`src/converter_startup_pkg.sv`:
```
// constants, register layout and carrier types shared by the startup sequencer
// assumes the converter takes 24-bit write frames: read flag, 15-bit address, 8-bit data
package converter_startup_pkg;

  // apb register byte offsets of the controller itself
  localparam logic [7:0] CONTROL_OFFSET = 8'h00;
  localparam logic [7:0] CONFIG_OFFSET  = 8'h04;
  localparam logic [7:0] STATUS_OFFSET  = 8'h08;

  // control register fields
  localparam int CONTROL_POWER_BIT = 0;
  localparam int CONTROL_START_BIT = 1;

  // converter register addresses, plain defaults to be matched to the real map
  localparam logic [14:0] DEV_SOFT_RESET_ADDR  = 15'h0000;
  localparam logic [14:0] DEV_LINK_ENABLE_ADDR = 15'h0200;
  localparam logic [14:0] DEV_CAL_ENABLE_ADDR  = 15'h0061;
  localparam logic [14:0] DEV_LINK_MODE_ADDR   = 15'h0201;
  localparam logic [14:0] DEV_MULTIFRAME_ADDR  = 15'h0202;
  localparam logic [14:0] DEV_SYNC_SOURCE_ADDR = 15'h0203;
  localparam logic [14:0] DEV_CAL_CONFIG_ADDR  = 15'h0062;
  localparam logic [14:0] DEV_OVERRANGE_ADDR   = 15'h0213;
  localparam logic [14:0] DEV_CAL_TRIGGER_ADDR = 15'h006C;

  // data bytes that switch a one-bit control
  localparam logic [7:0] BIT_OFF         = 8'h00;
  localparam logic [7:0] BIT_ON          = 8'h01;
  localparam logic [7:0] SOFT_RESET_DATA = 8'h01;

  // sequence steps, one device write each, in issue order
  localparam logic [3:0] STEP_SOFT_RESET = 4'h0;
  localparam logic [3:0] STEP_LINK_OFF   = 4'h1;
  localparam logic [3:0] STEP_CAL_OFF    = 4'h2;
  localparam logic [3:0] STEP_LINK_MODE  = 4'h3;
  localparam logic [3:0] STEP_MULTIFRAME = 4'h4;
  localparam logic [3:0] STEP_SYNC_SRC   = 4'h5;
  localparam logic [3:0] STEP_CAL_CONFIG = 4'h6;
  localparam logic [3:0] STEP_CAL_ON     = 4'h7;
  localparam logic [3:0] STEP_OVERRANGE  = 4'h8;
  localparam logic [3:0] STEP_LINK_ON    = 4'h9;
  localparam logic [3:0] STEP_TRIG_LOW   = 4'hA;
  localparam logic [3:0] STEP_TRIG_HIGH  = 4'hB;

  // timing: soft reset settle time, 8 ns clock
  localparam int CLK_PERIOD_PS       = 8000;
  localparam int SOFT_RESET_WAIT_NS  = 1000;
  localparam int SOFT_RESET_CYCLES   = (SOFT_RESET_WAIT_NS * 1000 + CLK_PERIOD_PS - 1)
                                       / CLK_PERIOD_PS;
  localparam int SPI_HALF_PERIOD     = 4;

  // one frame to the converter serial port
  typedef struct packed {
    logic        read;
    logic [14:0] addr;
    logic [7:0]  data;
  } spi_frame_t;

  // software configuration word, bits 22:0 of the config register
  typedef struct packed {
    logic [2:0] ovr_setting;
    logic       ovr_enable;
    logic       cal_offset;
    logic       cal_background;
    logic       sync_from_timestamp;
    logic [7:0] multiframe_length_minus_one;
    logic [2:0] pad;
    logic [4:0] link_mode_select;
  } config_t;

  localparam config_t CONFIG_RESET = 23'h01F000;

endpackage

```
`src/spi_frame_writer.sv`:
```
// serial writer: shifts one frame out msb first, mode 0, chip select low
// assumes start is a one-cycle pulse given only while busy is low
`timescale 1ns/1ps

module spi_frame_writer
  import converter_startup_pkg::*;
#(
  parameter int HALF_PERIOD = SPI_HALF_PERIOD,
  parameter int FRAME_BITS  = 24
)
(
  input  wire logic                  clk,
  input  wire logic                  reset,
  input  wire logic                  start,
  input  wire logic [FRAME_BITS-1:0] frame,
  output logic                       busy,
  output logic                       done,
  output logic                       sclk,
  output logic                       cs_n,
  output logic                       mosi
);

  logic [FRAME_BITS-1:0] shift;
  logic [7:0]            bits_left;
  logic [7:0]            phase;

  // half-period tick and the falling edge that ends each bit
  wire half_tick = busy && (phase == 8'(HALF_PERIOD - 1));
  wire fall_now  = half_tick && sclk;
  wire last_bit  = (bits_left == 8'h01);

  // shifter: data changes on sclk fall so the device samples it on rise
  always_ff @(posedge clk or posedge reset)
  begin
    if (reset)
    begin
      busy      <= 1'b0;
      done      <= 1'b0;
      sclk      <= 1'b0;
      cs_n      <= 1'b1;
      mosi      <= 1'b0;
      shift     <= '0;
      bits_left <= 8'h00;
      phase     <= 8'h00;
    end
    else
    begin
      done <= 1'b0;
      if (start && !busy)
      begin
        busy      <= 1'b1;
        cs_n      <= 1'b0;
        shift     <= frame;
        mosi      <= frame[FRAME_BITS-1];
        bits_left <= 8'(FRAME_BITS);
        phase     <= 8'h00;
      end
      else if (busy)
      begin
        phase <= half_tick ? 8'h00 : phase + 8'h01;
        if (half_tick)
          sclk <= !sclk;
        if (fall_now)
        begin
          bits_left <= bits_left - 8'h01;
          shift     <= {shift[FRAME_BITS-2:0], 1'b0};
          mosi      <= shift[FRAME_BITS-2];
          if (last_bit)
          begin
            busy <= 1'b0;
            cs_n <= 1'b1;
            done <= 1'b1; // frame fully shifted, the write is complete
          end
        end
      end
    end
  end

  // chip select stays low for the whole frame
  cs_held_a: assert property (@(posedge clk) disable iff (reset)
    busy |-> !cs_n) else $error("chip select high inside a frame");

  // a finished frame always releases chip select on the same edge
  done_release_a: assert property (@(posedge clk) disable iff (reset)
    done |-> cs_n && !busy && $past(busy)) else $error("done without frame end");

endmodule // spi_frame_writer

```
`src/converter_startup_sequencer.sv`:
```
// host-side startup sequencer for an rf-sampling converter with a serial output link
// assumes software on apb, device on a write-only serial port, power-good pins async
// Notes on behaviour
// - configuration waits until the device clock is reported stable
// - soft reset written first, then at least one microsecond wait
// - link enable cleared before any link setting is changed
// - calibration enable cleared right after the link is halted
// - link mode select written while both machines are halted
// - multiframe length written as frames minus one, after link mode
// - sync source chosen: single-ended sync input or timestamp pair
// - calibration mode and offset calibration written before calibration enable
// - calibration enable set after its settings are written
// - overrange enable and settings written after calibration enable
// - link enable set last before the calibration trigger
// - calibration trigger written zero then one to start calibration
// - core 1.1 V regulator enabled only while 1.9 V power good holds
// - core 1.1 V regulator dropped as soon as 1.9 V loses regulation
// - all configuration goes through the device serial register port
//
// Local design decisions: the APB register port and the register addresses.
`timescale 1ns/1ps

module converter_startup_sequencer
  import converter_startup_pkg::*;
(
  input  wire logic        clk,
  input  wire logic        reset,
  // apb slave
  input  wire logic        psel,
  input  wire logic        penable,
  input  wire logic        pwrite,
  input  wire logic [7:0]  paddr,
  input  wire logic [31:0] pwdata,
  output logic [31:0]      prdata,
  output logic             pready,
  output logic             pslverr,
  // supply pins
  input  wire logic        analog_1v9_rail_good,
  input  wire logic        core_1v1_rails_good,
  input  wire logic        device_clock_stable,
  output logic             analog_1v9_rail_enable,
  output logic             core_1v1_rails_enable,
  // device serial register port
  output logic             spi_sclk,
  output logic             spi_cs_n,
  output logic             spi_mosi
);

  typedef enum logic [2:0] {
    S_IDLE,
    S_WAIT_CLOCK,
    S_SEND,
    S_WAIT_SPI,
    S_HOLD,
    S_DONE
  } seq_state_t;

  seq_state_t state;
  config_t    cfg;
  logic       power_request;
  logic       done_flag;
  logic [3:0] step;
  logic [7:0] hold_count;
  logic       spi_start;
  logic [2:0] pin_meta;
  logic [2:0] pin_sync;
  logic       spi_busy;
  logic       spi_done;
  logic       sclk_int;
  logic       cs_n_int;
  logic       mosi_int;

  // pin synchronisers: first stage feeds only the second
  always_ff @(posedge clk or posedge reset)
  begin
    if (reset)
    begin
      pin_meta <= 3'h0;
      pin_sync <= 3'h0;
    end
    else
    begin
      pin_meta <= {device_clock_stable, core_1v1_rails_good, analog_1v9_rail_good};
      pin_sync <= pin_meta;
    end
  end

  wire analog_good = pin_sync[0];
  wire core_good   = pin_sync[1];
  wire clock_good  = pin_sync[2];

  // apb decode; two-cycle access phase so every output comes from a flop
  wire apb_access  = psel && penable;
  wire apb_commit  = apb_access && pready;
  wire hit_control = (paddr == CONTROL_OFFSET);
  wire hit_config  = (paddr == CONFIG_OFFSET);
  wire hit_status  = (paddr == STATUS_OFFSET);
  wire hit_any     = hit_control || hit_config || hit_status;
  wire wr_control  = apb_commit && pwrite && hit_control;
  wire wr_config   = apb_commit && pwrite && hit_config;
  wire start_req   = wr_control && pwdata[CONTROL_START_BIT];
  wire busy        = (state != S_IDLE) && (state != S_DONE);

  wire [31:0] status_word = {20'h00000, step, 2'b00, core_1v1_rails_enable, clock_good,
                             core_good, analog_good, done_flag, busy};
  wire [31:0] read_mux = hit_control ? {31'h00000000, power_request} :
                         hit_config  ? {9'h000, cfg} :
                         hit_status  ? status_word : 32'h00000000;

  // bus answer: pready one cycle into the access phase, error on unmapped offsets
  always_ff @(posedge clk or posedge reset)
  begin
    if (reset)
    begin
      pready  <= 1'b0;
      pslverr <= 1'b0;
      prdata  <= 32'h00000000;
    end
    else
    begin
      pready  <= apb_access && !pready;
      pslverr <= apb_access && !pready && !hit_any;
      prdata  <= (apb_access && !pready && !pwrite) ? read_mux : 32'h00000000;
    end
  end

  // software registers; config is frozen while a sequence runs
  always_ff @(posedge clk or posedge reset)
  begin
    if (reset)
    begin
      power_request <= 1'b0;
      cfg           <= CONFIG_RESET;
    end
    else
    begin
      if (wr_control)
        power_request <= pwdata[CONTROL_POWER_BIT];
      if (wr_config && !busy)
        cfg <= config_t'(pwdata[22:0]);
    end
  end

  // supply sequencing: core follows the synchronised 1.9 V good level
  always_ff @(posedge clk or posedge reset)
  begin
    if (reset)
    begin
      analog_1v9_rail_enable <= 1'b0;
      core_1v1_rails_enable  <= 1'b0;
    end
    else
    begin
      analog_1v9_rail_enable <= power_request;
      core_1v1_rails_enable  <= power_request && analog_good;
    end
  end

  // frame for each step; step order is the issue order of device writes
  function automatic spi_frame_t step_frame(input logic [3:0] s, input config_t c);
    spi_frame_t f;
    f.read = 1'b0;
    unique case (s)
      STEP_SOFT_RESET: {f.addr, f.data} = {DEV_SOFT_RESET_ADDR, SOFT_RESET_DATA};
      STEP_LINK_OFF:   {f.addr, f.data} = {DEV_LINK_ENABLE_ADDR, BIT_OFF};
      STEP_CAL_OFF:    {f.addr, f.data} = {DEV_CAL_ENABLE_ADDR, BIT_OFF};
      STEP_LINK_MODE:  {f.addr, f.data} = {DEV_LINK_MODE_ADDR,
                                           {3'h0, c.link_mode_select}};
      STEP_MULTIFRAME: {f.addr, f.data} = {DEV_MULTIFRAME_ADDR,
                                           c.multiframe_length_minus_one};
      STEP_SYNC_SRC:   {f.addr, f.data} = {DEV_SYNC_SOURCE_ADDR,
                                           {7'h00, c.sync_from_timestamp}};
      STEP_CAL_CONFIG: {f.addr, f.data} = {DEV_CAL_CONFIG_ADDR,
                                           {6'h00, c.cal_offset, c.cal_background}};
      STEP_CAL_ON:     {f.addr, f.data} = {DEV_CAL_ENABLE_ADDR, BIT_ON};
      STEP_OVERRANGE:  {f.addr, f.data} = {DEV_OVERRANGE_ADDR,
                                           {4'h0, c.ovr_setting, c.ovr_enable}};
      STEP_LINK_ON:    {f.addr, f.data} = {DEV_LINK_ENABLE_ADDR, BIT_ON};
      STEP_TRIG_LOW:   {f.addr, f.data} = {DEV_CAL_TRIGGER_ADDR, BIT_OFF};
      STEP_TRIG_HIGH:  {f.addr, f.data} = {DEV_CAL_TRIGGER_ADDR, BIT_ON};
      default:         {f.addr, f.data} = {15'h0000, BIT_OFF};
    endcase
    return f;
  endfunction

  wire spi_frame_t cur_frame = step_frame(step, cfg);
  wire             hold_over = (hold_count == 8'(SOFT_RESET_CYCLES - 1));
  wire             last_step = (step == STEP_TRIG_HIGH);

  // sequencer: one write at a time, next one only after the frame is done
  always_ff @(posedge clk or posedge reset)
  begin
    if (reset)
    begin
      state      <= S_IDLE;
      step       <= STEP_SOFT_RESET;
      hold_count <= 8'h00;
      spi_start  <= 1'b0;
      done_flag  <= 1'b0;
    end
    else
    begin
      spi_start <= 1'b0;
      unique case (state)
        S_IDLE, S_DONE:
          if (start_req && core_good)
          begin
            state     <= S_WAIT_CLOCK;
            step      <= STEP_SOFT_RESET;
            done_flag <= 1'b0;
          end
        S_WAIT_CLOCK:
          if (clock_good)
            state <= S_SEND;
        S_SEND:
        begin
          spi_start <= 1'b1;
          state     <= S_WAIT_SPI;
        end
        S_WAIT_SPI:
          if (spi_done)
          begin
            if (step == STEP_SOFT_RESET)
            begin
              state      <= S_HOLD;
              hold_count <= 8'h00;
            end
            else if (last_step)
            begin
              state     <= S_DONE;
              done_flag <= 1'b1;
            end
            else
            begin
              step  <= step + 4'h1;
              state <= S_SEND;
            end
          end
        S_HOLD:
          if (hold_over)
          begin
            step  <= step + 4'h1;
            state <= S_SEND;
          end
          else
            hold_count <= hold_count + 8'h01;
      endcase
    end
  end

  // serial port, its pins re-registered so outputs come from flops here
  spi_frame_writer #(
    .HALF_PERIOD (SPI_HALF_PERIOD),
    .FRAME_BITS  (24)
  ) writer (
    .clk   (clk),
    .reset (reset),
    .start (spi_start),
    .frame (cur_frame),
    .busy  (spi_busy),
    .done  (spi_done),
    .sclk  (sclk_int),
    .cs_n  (cs_n_int),
    .mosi  (mosi_int)
  );

  // one-cycle pin delay keeps the three pins aligned with each other
  always_ff @(posedge clk or posedge reset)
  begin
    if (reset)
    begin
      spi_sclk <= 1'b0;
      spi_cs_n <= 1'b1;
      spi_mosi <= 1'b0;
    end
    else
    begin
      spi_sclk <= sclk_int;
      spi_cs_n <= cs_n_int;
      spi_mosi <= mosi_int;
    end
  end

  // the soft reset frame leaves only after the clock wait saw a stable clock
  clock_first_a: assert property (@(posedge clk) disable iff (reset)
    (spi_start && step == STEP_SOFT_RESET) |-> $past(clock_good, 2))
    else $error("soft reset frame before stable clock");

  clock_gate_a: assert property (@(posedge clk) disable iff (reset)
    ($past(state) == S_WAIT_CLOCK && state == S_SEND) |-> $past(clock_good))
    else $error("sequence left clock wait without stable clock");

  // the soft reset hold lasts the full settle time before the next frame
  reset_hold_a: assert property (@(posedge clk) disable iff (reset)
    ($past(state) == S_HOLD && state == S_SEND) |->
    $past(hold_count) == 8'(SOFT_RESET_CYCLES - 1) && step == STEP_LINK_OFF)
    else $error("soft reset hold too short");

  // link off frame carries a zero to the link enable address
  link_off_a: assert property (@(posedge clk) disable iff (reset)
    (spi_start && step == STEP_LINK_OFF) |->
    cur_frame.addr == DEV_LINK_ENABLE_ADDR && cur_frame.data == BIT_OFF)
    else $error("link off frame wrong");

  // calibration off frame carries a zero to the calibration enable address
  cal_off_a: assert property (@(posedge clk) disable iff (reset)
    (spi_start && step == STEP_CAL_OFF) |->
    cur_frame.addr == DEV_CAL_ENABLE_ADDR && cur_frame.data == BIT_OFF)
    else $error("calibration off frame wrong");

  // multiframe frame carries the software field unchanged
  multiframe_a: assert property (@(posedge clk) disable iff (reset)
    (spi_start && step == STEP_MULTIFRAME) |->
    cur_frame.data == cfg.multiframe_length_minus_one)
    else $error("multiframe value wrong");

  // link restart writes a one
  link_on_a: assert property (@(posedge clk) disable iff (reset)
    (spi_start && step == STEP_LINK_ON) |-> cur_frame.data == BIT_ON &&
    cur_frame.addr == DEV_LINK_ENABLE_ADDR) else $error("link on frame wrong");

  // trigger high frame is preceded by the trigger low frame
  trigger_edge_a: assert property (@(posedge clk) disable iff (reset)
    (spi_start && step == STEP_TRIG_HIGH) |-> cur_frame.data == BIT_ON &&
    $past(step, 2) == STEP_TRIG_LOW) else $error("trigger not zero then one");

  // steps advance by exactly one, or restart at the soft reset
  step_order_a: assert property (@(posedge clk) disable iff (reset)
    (step != $past(step)) |-> (step == $past(step) + 4'h1) || (step == STEP_SOFT_RESET))
    else $error("step order broken");

  // no new frame while one is in flight
  one_frame_a: assert property (@(posedge clk) disable iff (reset)
    spi_start |-> !spi_busy) else $error("frame started while busy");

  // core regulator comes on only while 1.9 V is good
  core_after_a: assert property (@(posedge clk) disable iff (reset)
    $rose(core_1v1_rails_enable) |-> $past(analog_good))
    else $error("core enabled without 1.9 V good");

  // loss of 1.9 V pulls the core enable within the sync delay
  core_drop_a: assert property (@(posedge clk) disable iff (reset)
    (!analog_1v9_rail_good) [*4] |-> !core_1v1_rails_enable)
    else $error("core stayed on after 1.9 V loss");

endmodule // converter_startup_sequencer

```
`config.mk`:
```
export PLATFORM = sky130hd
export DESIGN_NAME = converter_startup_sequencer
export DESIGN_NICKNAME = d
export VERILOG_FILES = /design/src/converter_startup_pkg.sv /design/src/spi_frame_writer.sv /design/src/converter_startup_sequencer.sv
export SDC_FILE = /design/constraint.sdc
export NUM_CORES = 1
export LEC_CHECK = 0
export BUFFER_PORTS_ARGS = -buffer_cell sky130_fd_sc_hd__buf_2
export CAP_MARGIN = 20
export CORE_ASPECT_RATIO = 2
export CORE_MARGIN = 8
export CORE_UTILIZATION = 55
export CTS_BUF_LIST = sky130_fd_sc_hd__clkbuf_16
export DETAILED_ROUTE_END_ITERATION = 8
export PLACE_DENSITY = 0.78
export SYNTH_ARGS = -nofsm -noshare
export SYNTH_HDL_FRONTEND = slang
export SYNTH_SLANG_ARGS = --single-unit
```
`constraint.sdc`:
```
create_clock -name clk -period 4 [get_ports clk]
set_input_delay 0.2 -clock clk [delete_from_list [all_inputs] [get_ports clk]]
set_output_delay 0.2 -clock clk [all_outputs]
set_load 0.05 [all_outputs]
```
==> results.yml, run 1 <==
clock_network:
  post_cts_buffers: 0
  cts_tree: "yes"
  clock_sinks: 121
  cts-root-buf: "clkbuf_16"
  cts_made_buffers: 17
  clk_latency_ns: 0.41
  htree_levels: 4
  clockBufferDepth: 2
  clk_pin_slew_worst_paths_ns: 0.05
setup_path:
  endpoint_kind: "flop"
  rr_endpoint: "hold_count[7]"
  start_kind: "flop"
  ff2ff_setup_slack_ns: 1.20
  critPathTopFamily: "simple AND/OR/NAND/NOR gates"
  crit_arrival_ns: 3.12
  worstSetupPathType: "reg -> reg"
  max_stage_delay_ns: 0.53
  crit_buf_inv: 1
  regToRegStartpoint: "step[0]"
  crit_path_top_delay_cell: "or4_1"
  critPathMaxFanout: 12
  cpMostUsedCell: "or4_1"
  critPathLaunch: "step[0]"
  reg2reg_depth: 7
  path_cells: "inv_1 -> ha_1 -> nand2b_1 -> or4_1 -> a21o_1 -> or4_1 -> a21oi_1"
  cp.required_ns: 4.33
yosys:
  synth_top_family_by_area: "simple AND/OR/NAND/NOR gates"
  yosys.cell_types.count: 55
  yosys.area_share.simple_pct: 18.28
  ys_warn_count: 0
  avgSynthCellArea_sq_um: 10.29
  synth-adder-area-share_pct: 2.031
  synth_edf_count: 0
  yosys-top-cells-area: "dfrtp_1 51%, mux2_2 5.1%, nand2_1 4.1%"
  async_flop_share_pct: 100.0
  yosysSeqAreaShare_pct: 54.77
  synthMuxAreaShare_pct: 5.800
  yosys_most_used_dff: "dfrtp_1"
  synth_compound_area_share_pct: 13.13
  syn_inst: 539
  yosysTopAreaCell: "dfrtp_1"
  syn_area_sq_um: 5544
  yosys_register_bits: 121
  synth-xor-area-share_pct: 1.580
  yosysTopAreaCellShare_pct: 51.46
floorplan:
  io_pins: 87
  die_x_microns: 87.00
  dieHeight_microns: 158.0
  rows: 52
  coreArea_sq_um: 9955
  die_area_sq_um: 13740
  initial_core_util_pct: 55.69
outcome:
  outcome: "completed"
global_route:
  grt_remaining_overflow: 0
  grt_pass1_vias: 4034
  track_usage_pct: 18.72
  antenna_found_initial: 0
  grt_max_degree: 82
  grt_pass1_wl_microns: 19950
pwr:
  p_seq_share_pct: 40.0
  p_switching_uw: 1273
  p_leak_uw: 0.003164
  clkPwrFrac_pct: 37.3
  vdd_drop_max_mv: 0.5185
  power_frac_comb_pct: 22.7
  p_sw_share_pct: 31.10
  powerDensity_nw_per_um2: 618.1
  p_total_uw: 4092
  p_int_uw: 2819
detailed_routing:
  ant_nets: 0
  routed-via-count: 4217
  drt_iter0_drc: 277
  wl_per_cell_microns: 16.04
  wl_microns: 12140
  drtPass1Iterations: 6
  viasPerCell: 5.571
  drcViolationCount: 0
final_layout:
  drive_above_1_share_pct: 23.47
  fill_cells: 783
  diodes: 0
  nNetsFinal: 668
  post-route-util_pct: 66.50
  synthToLayoutAreaGrowth_pct: 19.41
  stdcell_count: 757
place:
  io_buffers: 68
  placed_cells: 721
  routabilityCongestion: 0.8319
  dp_hpwl_microns: 8047
sta:
  hold_violations: 0
  relSlewSlack_pct: 25.85
  final.setup.tns_ns: 0
  final.period_utilization_pct: 69.91
  finalClockSkew_ns: 0.005964
  fmax_mhz: 357.6
  setup_viol: 0
  period_minus_slack_ns: 2.797
  drv_slew: 0
  rsz0062_at_grt: "no"
  worst_slew_pin_slew_ns: 1.097
worst_hold_path:
  holdPathStages: 2
  hold_end: "cfg[6]"
  hold_start: "pwdata[6]"
  hold_class: "in -> reg"
run:
  cap_viol_max_count: 0
==> flip-flops by register name, indices dropped and copies added (netlist names), 3 cells and up <==
| signal | cells |
|---|---|
| writer.phase | 8 |
| prdata | 23 |
| pin_meta | 3 |
| hold_count | 8 |
| pin_sync | 3 |
| state | 3 |
| cfg | 23 |
| writer.shift | 23 |
| step | 4 |
| writer.bits_left | 8 |
==> repair_timing <==
| item | in CTS | in global routing |
|---|---|---|
| hold endpoints to repair | 4 | 18 |
| hold buffers | 4 | 1 |
| gates resized for setup | 0 | 0 |
==> cell usage in the layout (no fill, tap or decap), types with 14 or more instances in the layout <==
cell type  netlist  routed
o21ai_0         39      39
and3_1          17      17
nor2_1          51      51
buf_2            6      68
a21oi_1         35      35
inv_1           15      17
clkbuf_16        0      17
dfrtp_1        114     114
nand2_1         60      60
nand3_1         14      14
mux2_2          25      25
==> kinds of logic (layout without fill, tap and decap cells) <==
logic type | after synthesis | after routing
AOI/OAI and AO/OA | 120 | 120
xor gates and xnor gates | 10 | 10
adders and majority gates | 9 | 9
buffers and inverters | 50 | 125
DFF | 121 | 121
muxes | 29 | 29
other | 1 | 9
and+or+nand+nor | 199 | 199
==> cell type report <==
cell class	count	area, sq um	area share, %
Clock buffer	17	425.4	6.426
Inverter	15	58.81	0.8883
Clock inverter	13	163.9	2.476
Sequential cell	121	3037	45.87
Timing Repair Buffer	80	462.9	6.993
Multi-Input combinational cell	376	2303	34.79
Tap cell	135	168.9	2.552
==> power by group through the flow <==
stage,registers (uW),logic [uW],clock network (uW)
finish,1640,927,1530
global route,1660,1040,1600
CTS,1640,917,1540
detailed placement,1650,898,0
global placement,1640,868,0
floorplan,1610,749,0
==> worst max path at each step <==
stage,cells past startpoint,endpoint
2_1_floorplan,1,analog_1v9_rail_enable
3_3_place_gp,7,hold_count[7]
3_5_place_dp,7,hold_count[7]
4_1_cts,7,hold_count[7]
5_1_grt,7,hold_count[7]
6_report,7,hold_count[7]
==> synthesized netlist by cell type (all sizes together) (14+ instances only) <==
| cell | number |
|---|---|
| nand2 | 60 |
| a21oi | 35 |
| nor2 | 51 |
| mux2 | 25 |
| nand3 | 14 |
| o21ai | 39 |
| and3 | 17 |
| inv | 15 |
| buf | 17 |
| dfrtp | 114 |
| clkbuf | 18 |
==> routing by layer <==
metal,vias up,track usage [%],routed length (microns)
li1,2017,-,-
met1,2051,22.99,5188
met2,125,30.32,6054
met3,24,4.732,688
met4,0,7.858,209
met5,-,0,0
==> through the flow <==
step                hold WS [ns]  instance area [sq um]  worst slack, ns
floorplan                 0.2314                   5574           0.5974
global placement          0.3093                   5953            1.417
detailed placement        0.3097                   5953            1.343
CTS                      0.01779                   6583            1.263
global route             0.02047                   6620            1.061
finish                   0.02613                   6620            1.203
Note: power is estimated with default switching activity, not from simulation.
==> inputs of run 2 (changes only) <==
--- a/config.mk
+++ b/config.mk
@@ -5,6 +5,7 @@
 export SDC_FILE = /design/constraint.sdc
 export NUM_CORES = 1
 export LEC_CHECK = 0
+export ABC_AREA = 1
 export BUFFER_PORTS_ARGS = -buffer_cell sky130_fd_sc_hd__buf_2
 export CAP_MARGIN = 20
 export CORE_ASPECT_RATIO = 2
@@ -12,7 +13,7 @@
 export CORE_UTILIZATION = 55
 export CTS_BUF_LIST = sky130_fd_sc_hd__clkbuf_16
 export DETAILED_ROUTE_END_ITERATION = 8
-export PLACE_DENSITY = 0.78
+export PLACE_DENSITY = 0.77
 export SYNTH_ARGS = -nofsm -noshare
 export SYNTH_HDL_FRONTEND = slang
 export SYNTH_SLANG_ARGS = --single-unit
==> constraint.sdc (replaced) <==
create_clock -name clk -period 2.8 [get_ports clk]
set_input_delay 0.14 -clock clk [delete_from_list [all_inputs] [get_ports clk]]
set_output_delay 0.14 -clock clk [all_outputs]
set_load 0.05 [all_outputs]
==> run 2 against run 1 <==
Effect of this change: clock skew grew 0.00051 ns; clock-buffer cell count is the same; sequential share of layout area down 3.4 points; area after synthesis is 6.9% higher; largest cell class unchanged; global-route usage is 3.1 points higher; total power down 1.2%; design area increased by 8.0%.
==> results.yml, run 2 <==
yosys:
  syn_inst: 737
  yosys.cell_types.count: 33
  yosysMostFrequentCell: "nand2_1"
  yosys_most_used_dff: "dfrtp_1"
  yosys-top-cells-area: "dfrtp_1 48%, nand2_1 15%, inv_1 5.4%"
  ys_warn_count: 0
  yosys_register_bits: 121
  syn_area_sq_um: 5928
  synth_common_cells: "236 x nand2_1, 114 x dfrtp_1, 85 x inv_1, 64 x nor2_1, 38 x o21ai_1"
  avgSynthCellArea_sq_um: 8.044
  yosysTopAreaCellShare_pct: 48.12
  async_flop_share_pct: 100.0
  yosysSeqAreaShare_pct: 51.22
  yosysTopAreaCell: "dfrtp_1"
  synth_edf_count: 0
floorplan:
  rows: 53
  die_x_microns: 89.41
  coreArea_sq_um: 10480
  io_pins: 87
  dieHeight_microns: 162.8
  die_area_sq_um: 14560
  initial_core_util_pct: 56.58
detailed_routing:
  drt_iter0_drc: 248
  routed-via-count: 5120
  wl_per_cell_microns: 14.83
  ant_nets: 0
  viasPerCell: 5.209
  wl_microns: 14580
  drcViolationCount: 0
  drtPass1Iterations: 5
global_route:
  grt_max_degree: 65
  grt_pass1_vias: 5387
  grt_pass1_wl_microns: 24630
  track_usage_pct: 21.81
  grt_remaining_overflow: 0
  antenna_found_initial: 0
sta:
  fmax_mhz: 534.7
  worst_slew_pin_slew_ns: 0.8283
  period_minus_slack_ns: 1.870
  final.period_utilization_pct: 66.79
  rsz0062_at_grt: "no"
  fin_hold_ws_ns: 0.03267
  setup_viol: 0
  hold_violations: 0
  drv_slew: 0
  relSlewSlack_pct: 44.58
  final.setup.tns_ns: 0
  finalClockSkew_ns: 0.006470
  setup_slack_ns: 0.9298
setup_path:
  start_kind: "flop"
  critPathMaxFanout: 26
  endpoint_kind: "flop"
  max_stage_delay_ns: 0.40
  cp.required_ns: 3.10
  worstSetupPathType: "reg -> reg"
  crit_arrival_ns: 2.17
  path_cells: "ha_1 -> nand3_1 -> nor2_4 -> nand3_4 -> nand2_4 -> inv_4 -> nand2_1 -> nand2_1"
  cpMostUsedCell: "nand2_1"
  reg2reg_depth: 8
  crit_path_top_delay_cell: "dfrtp_1"
final_layout:
  nNetsFinal: 890
  final_common_cell: "nand2_1"
  fill_cells: 856
  top_regs: "cfg: 23 flops, prdata: 23 flops, writer.shift: 23 flops"
  diodes: 0
  synthToLayoutAreaGrowth_pct: 20.56
  drive_above_1_share_pct: 16.43
  final_cell_mix: "236 x nand2_1, 114 x dfrtp_1, 85 x inv_1"
run:
  cap_viol_max_count: 0
place:
  dp_hpwl_microns: 9622
  routabilityCongestion: 0.8759
  dp_slack_ns: 0.7955
  io_buffers: 68
outcome:
  outcome: "completed"
clock_network:
  clockBufferDepth: 2
  clk_pin_slew_worst_paths_ns: 0.06
  clk_latency_ns: 0.41
  clock_sinks: 121
  cts_tree: "yes"
  cts_made_buffers: 17
  cts-root-buf: "clkbuf_16"
  htree_levels: 4
worst_hold_path:
  holdPathStages: 3
  hold_class: "in -> reg"
pwr:
  vdd_drop_max_mv: 0.4814
  p_total_uw: 4041
  powerDensity_nw_per_um2: 565.4
  p_leak_uw: 0.003690
run 2: changes by cell type in the layout (fill, tap and decap cells not counted), sizes merged, moves of 9 or more:
cell / before / now
a22oi: 9 / 0
dlygate4sd3: 5 / 27
nand3: 14 / 41
mux2: 25 / 0
and3: 17 / 0
inv: 18 / 99
nand2: 60 / 240
nor3: 5 / 15
nand4: 5 / 15
a21oi: 35 / 15
o21ai: 39 / 60
nor2b: 9 / 0
nor2: 51 / 70
run 2: final timing paths:
check / from / endpoint / slack (ns)
max reg2reg: writer.phase[0] / writer.bits_left[0] / 0.93
max in group asynchronous: reset / cfg[12] / 1.57
min: penable / pready / 0.03
min in group asynchronous: reset / cfg[20] / 0.38
max: writer.phase[0] / writer.bits_left[0] / 0.93
min reg2reg: pin_meta[2] / pin_sync[2] / 0.35
run 2: final cells by class:
class	instances	area, sq um	share of cell area [%]
inverter	97	370.4	5.182
tap	137	171.4	2.398
timing repair buffer	99	653.1	9.139
clock inverter	15	155.1	2.171
sequential	121	3037	42.49
multi-input combinational	497	2335	32.67
clock buffer	17	425.4	5.952
run 2: routing by layer:
metal | track usage, % | part of all wire [%] | vias up | routed length [microns]
li1 | - | - | 2484 | -
met1 | 22.96 | 38 | 2441 | 5532
met2 | 37.96 | 54 | 154 | 7887
met3 | 5.865 | 4.8 | 41 | 704
met4 | 11.21 | 3.1 | 0 | 454
met5 | 0 | 0 | - | 0
run 2: timing repair:
item                                   in CTS  in global routing
setup endpoints to repair                   0                  0
hold buffers                               27                  0
endpoints found under the hold margin      55                  0
buffers inserted                            0                  0
gates resized for setup                     0                  0
run 2: cell families (layout without fill, tap and decap cells):
family / count (synthesis) / after routing / share of synthesized area, %
AND/OR/NAND/NOR: 383 / 383 / 27.80
XOR/XNOR: 13 / 13 / 1.921
buffers and inverters: 127 / 228 / 9.899
flip-flops: 121 / 121 / 51.22
AO/OA/AOI/OAI: 83 / 83 / 7.197
adder cells (fa/ha/maj): 9 / 9 / 1.900
other: 1 / 9 / 0.06326
run 2: through the flow:
stage	cells	utilization (%)	area [sq um]
final	983	68.21	7147
after global routing	983	68.21	7147
after CTS	983	68.21	7147
after detailed placement	924	60.09	6296
after global placement	924	60.09	6296
after floorplan	745	-	5962
run 2: power breakdown:
part | switching, uW | internal [uW] | total, uW
combinational | 102 | 55.1 | 157
clock | 815 | 1310 | 2120
sequential | 3.19 | 1760 | 1760
total | 920 | 3120 | 4040
run 2: worst max-delay path: cells and delay by family (launching register included):
| family | cells | cell delay (ns) |
|---|---|---|
| adder cells (fa/ha/maj) | 1 | 0.28 |
| flip-flops | 1 | 0.40 |
| AND/OR/NAND/NOR | 6 | 0.92 |
| buffers and inverters | 1 | 0.16 |
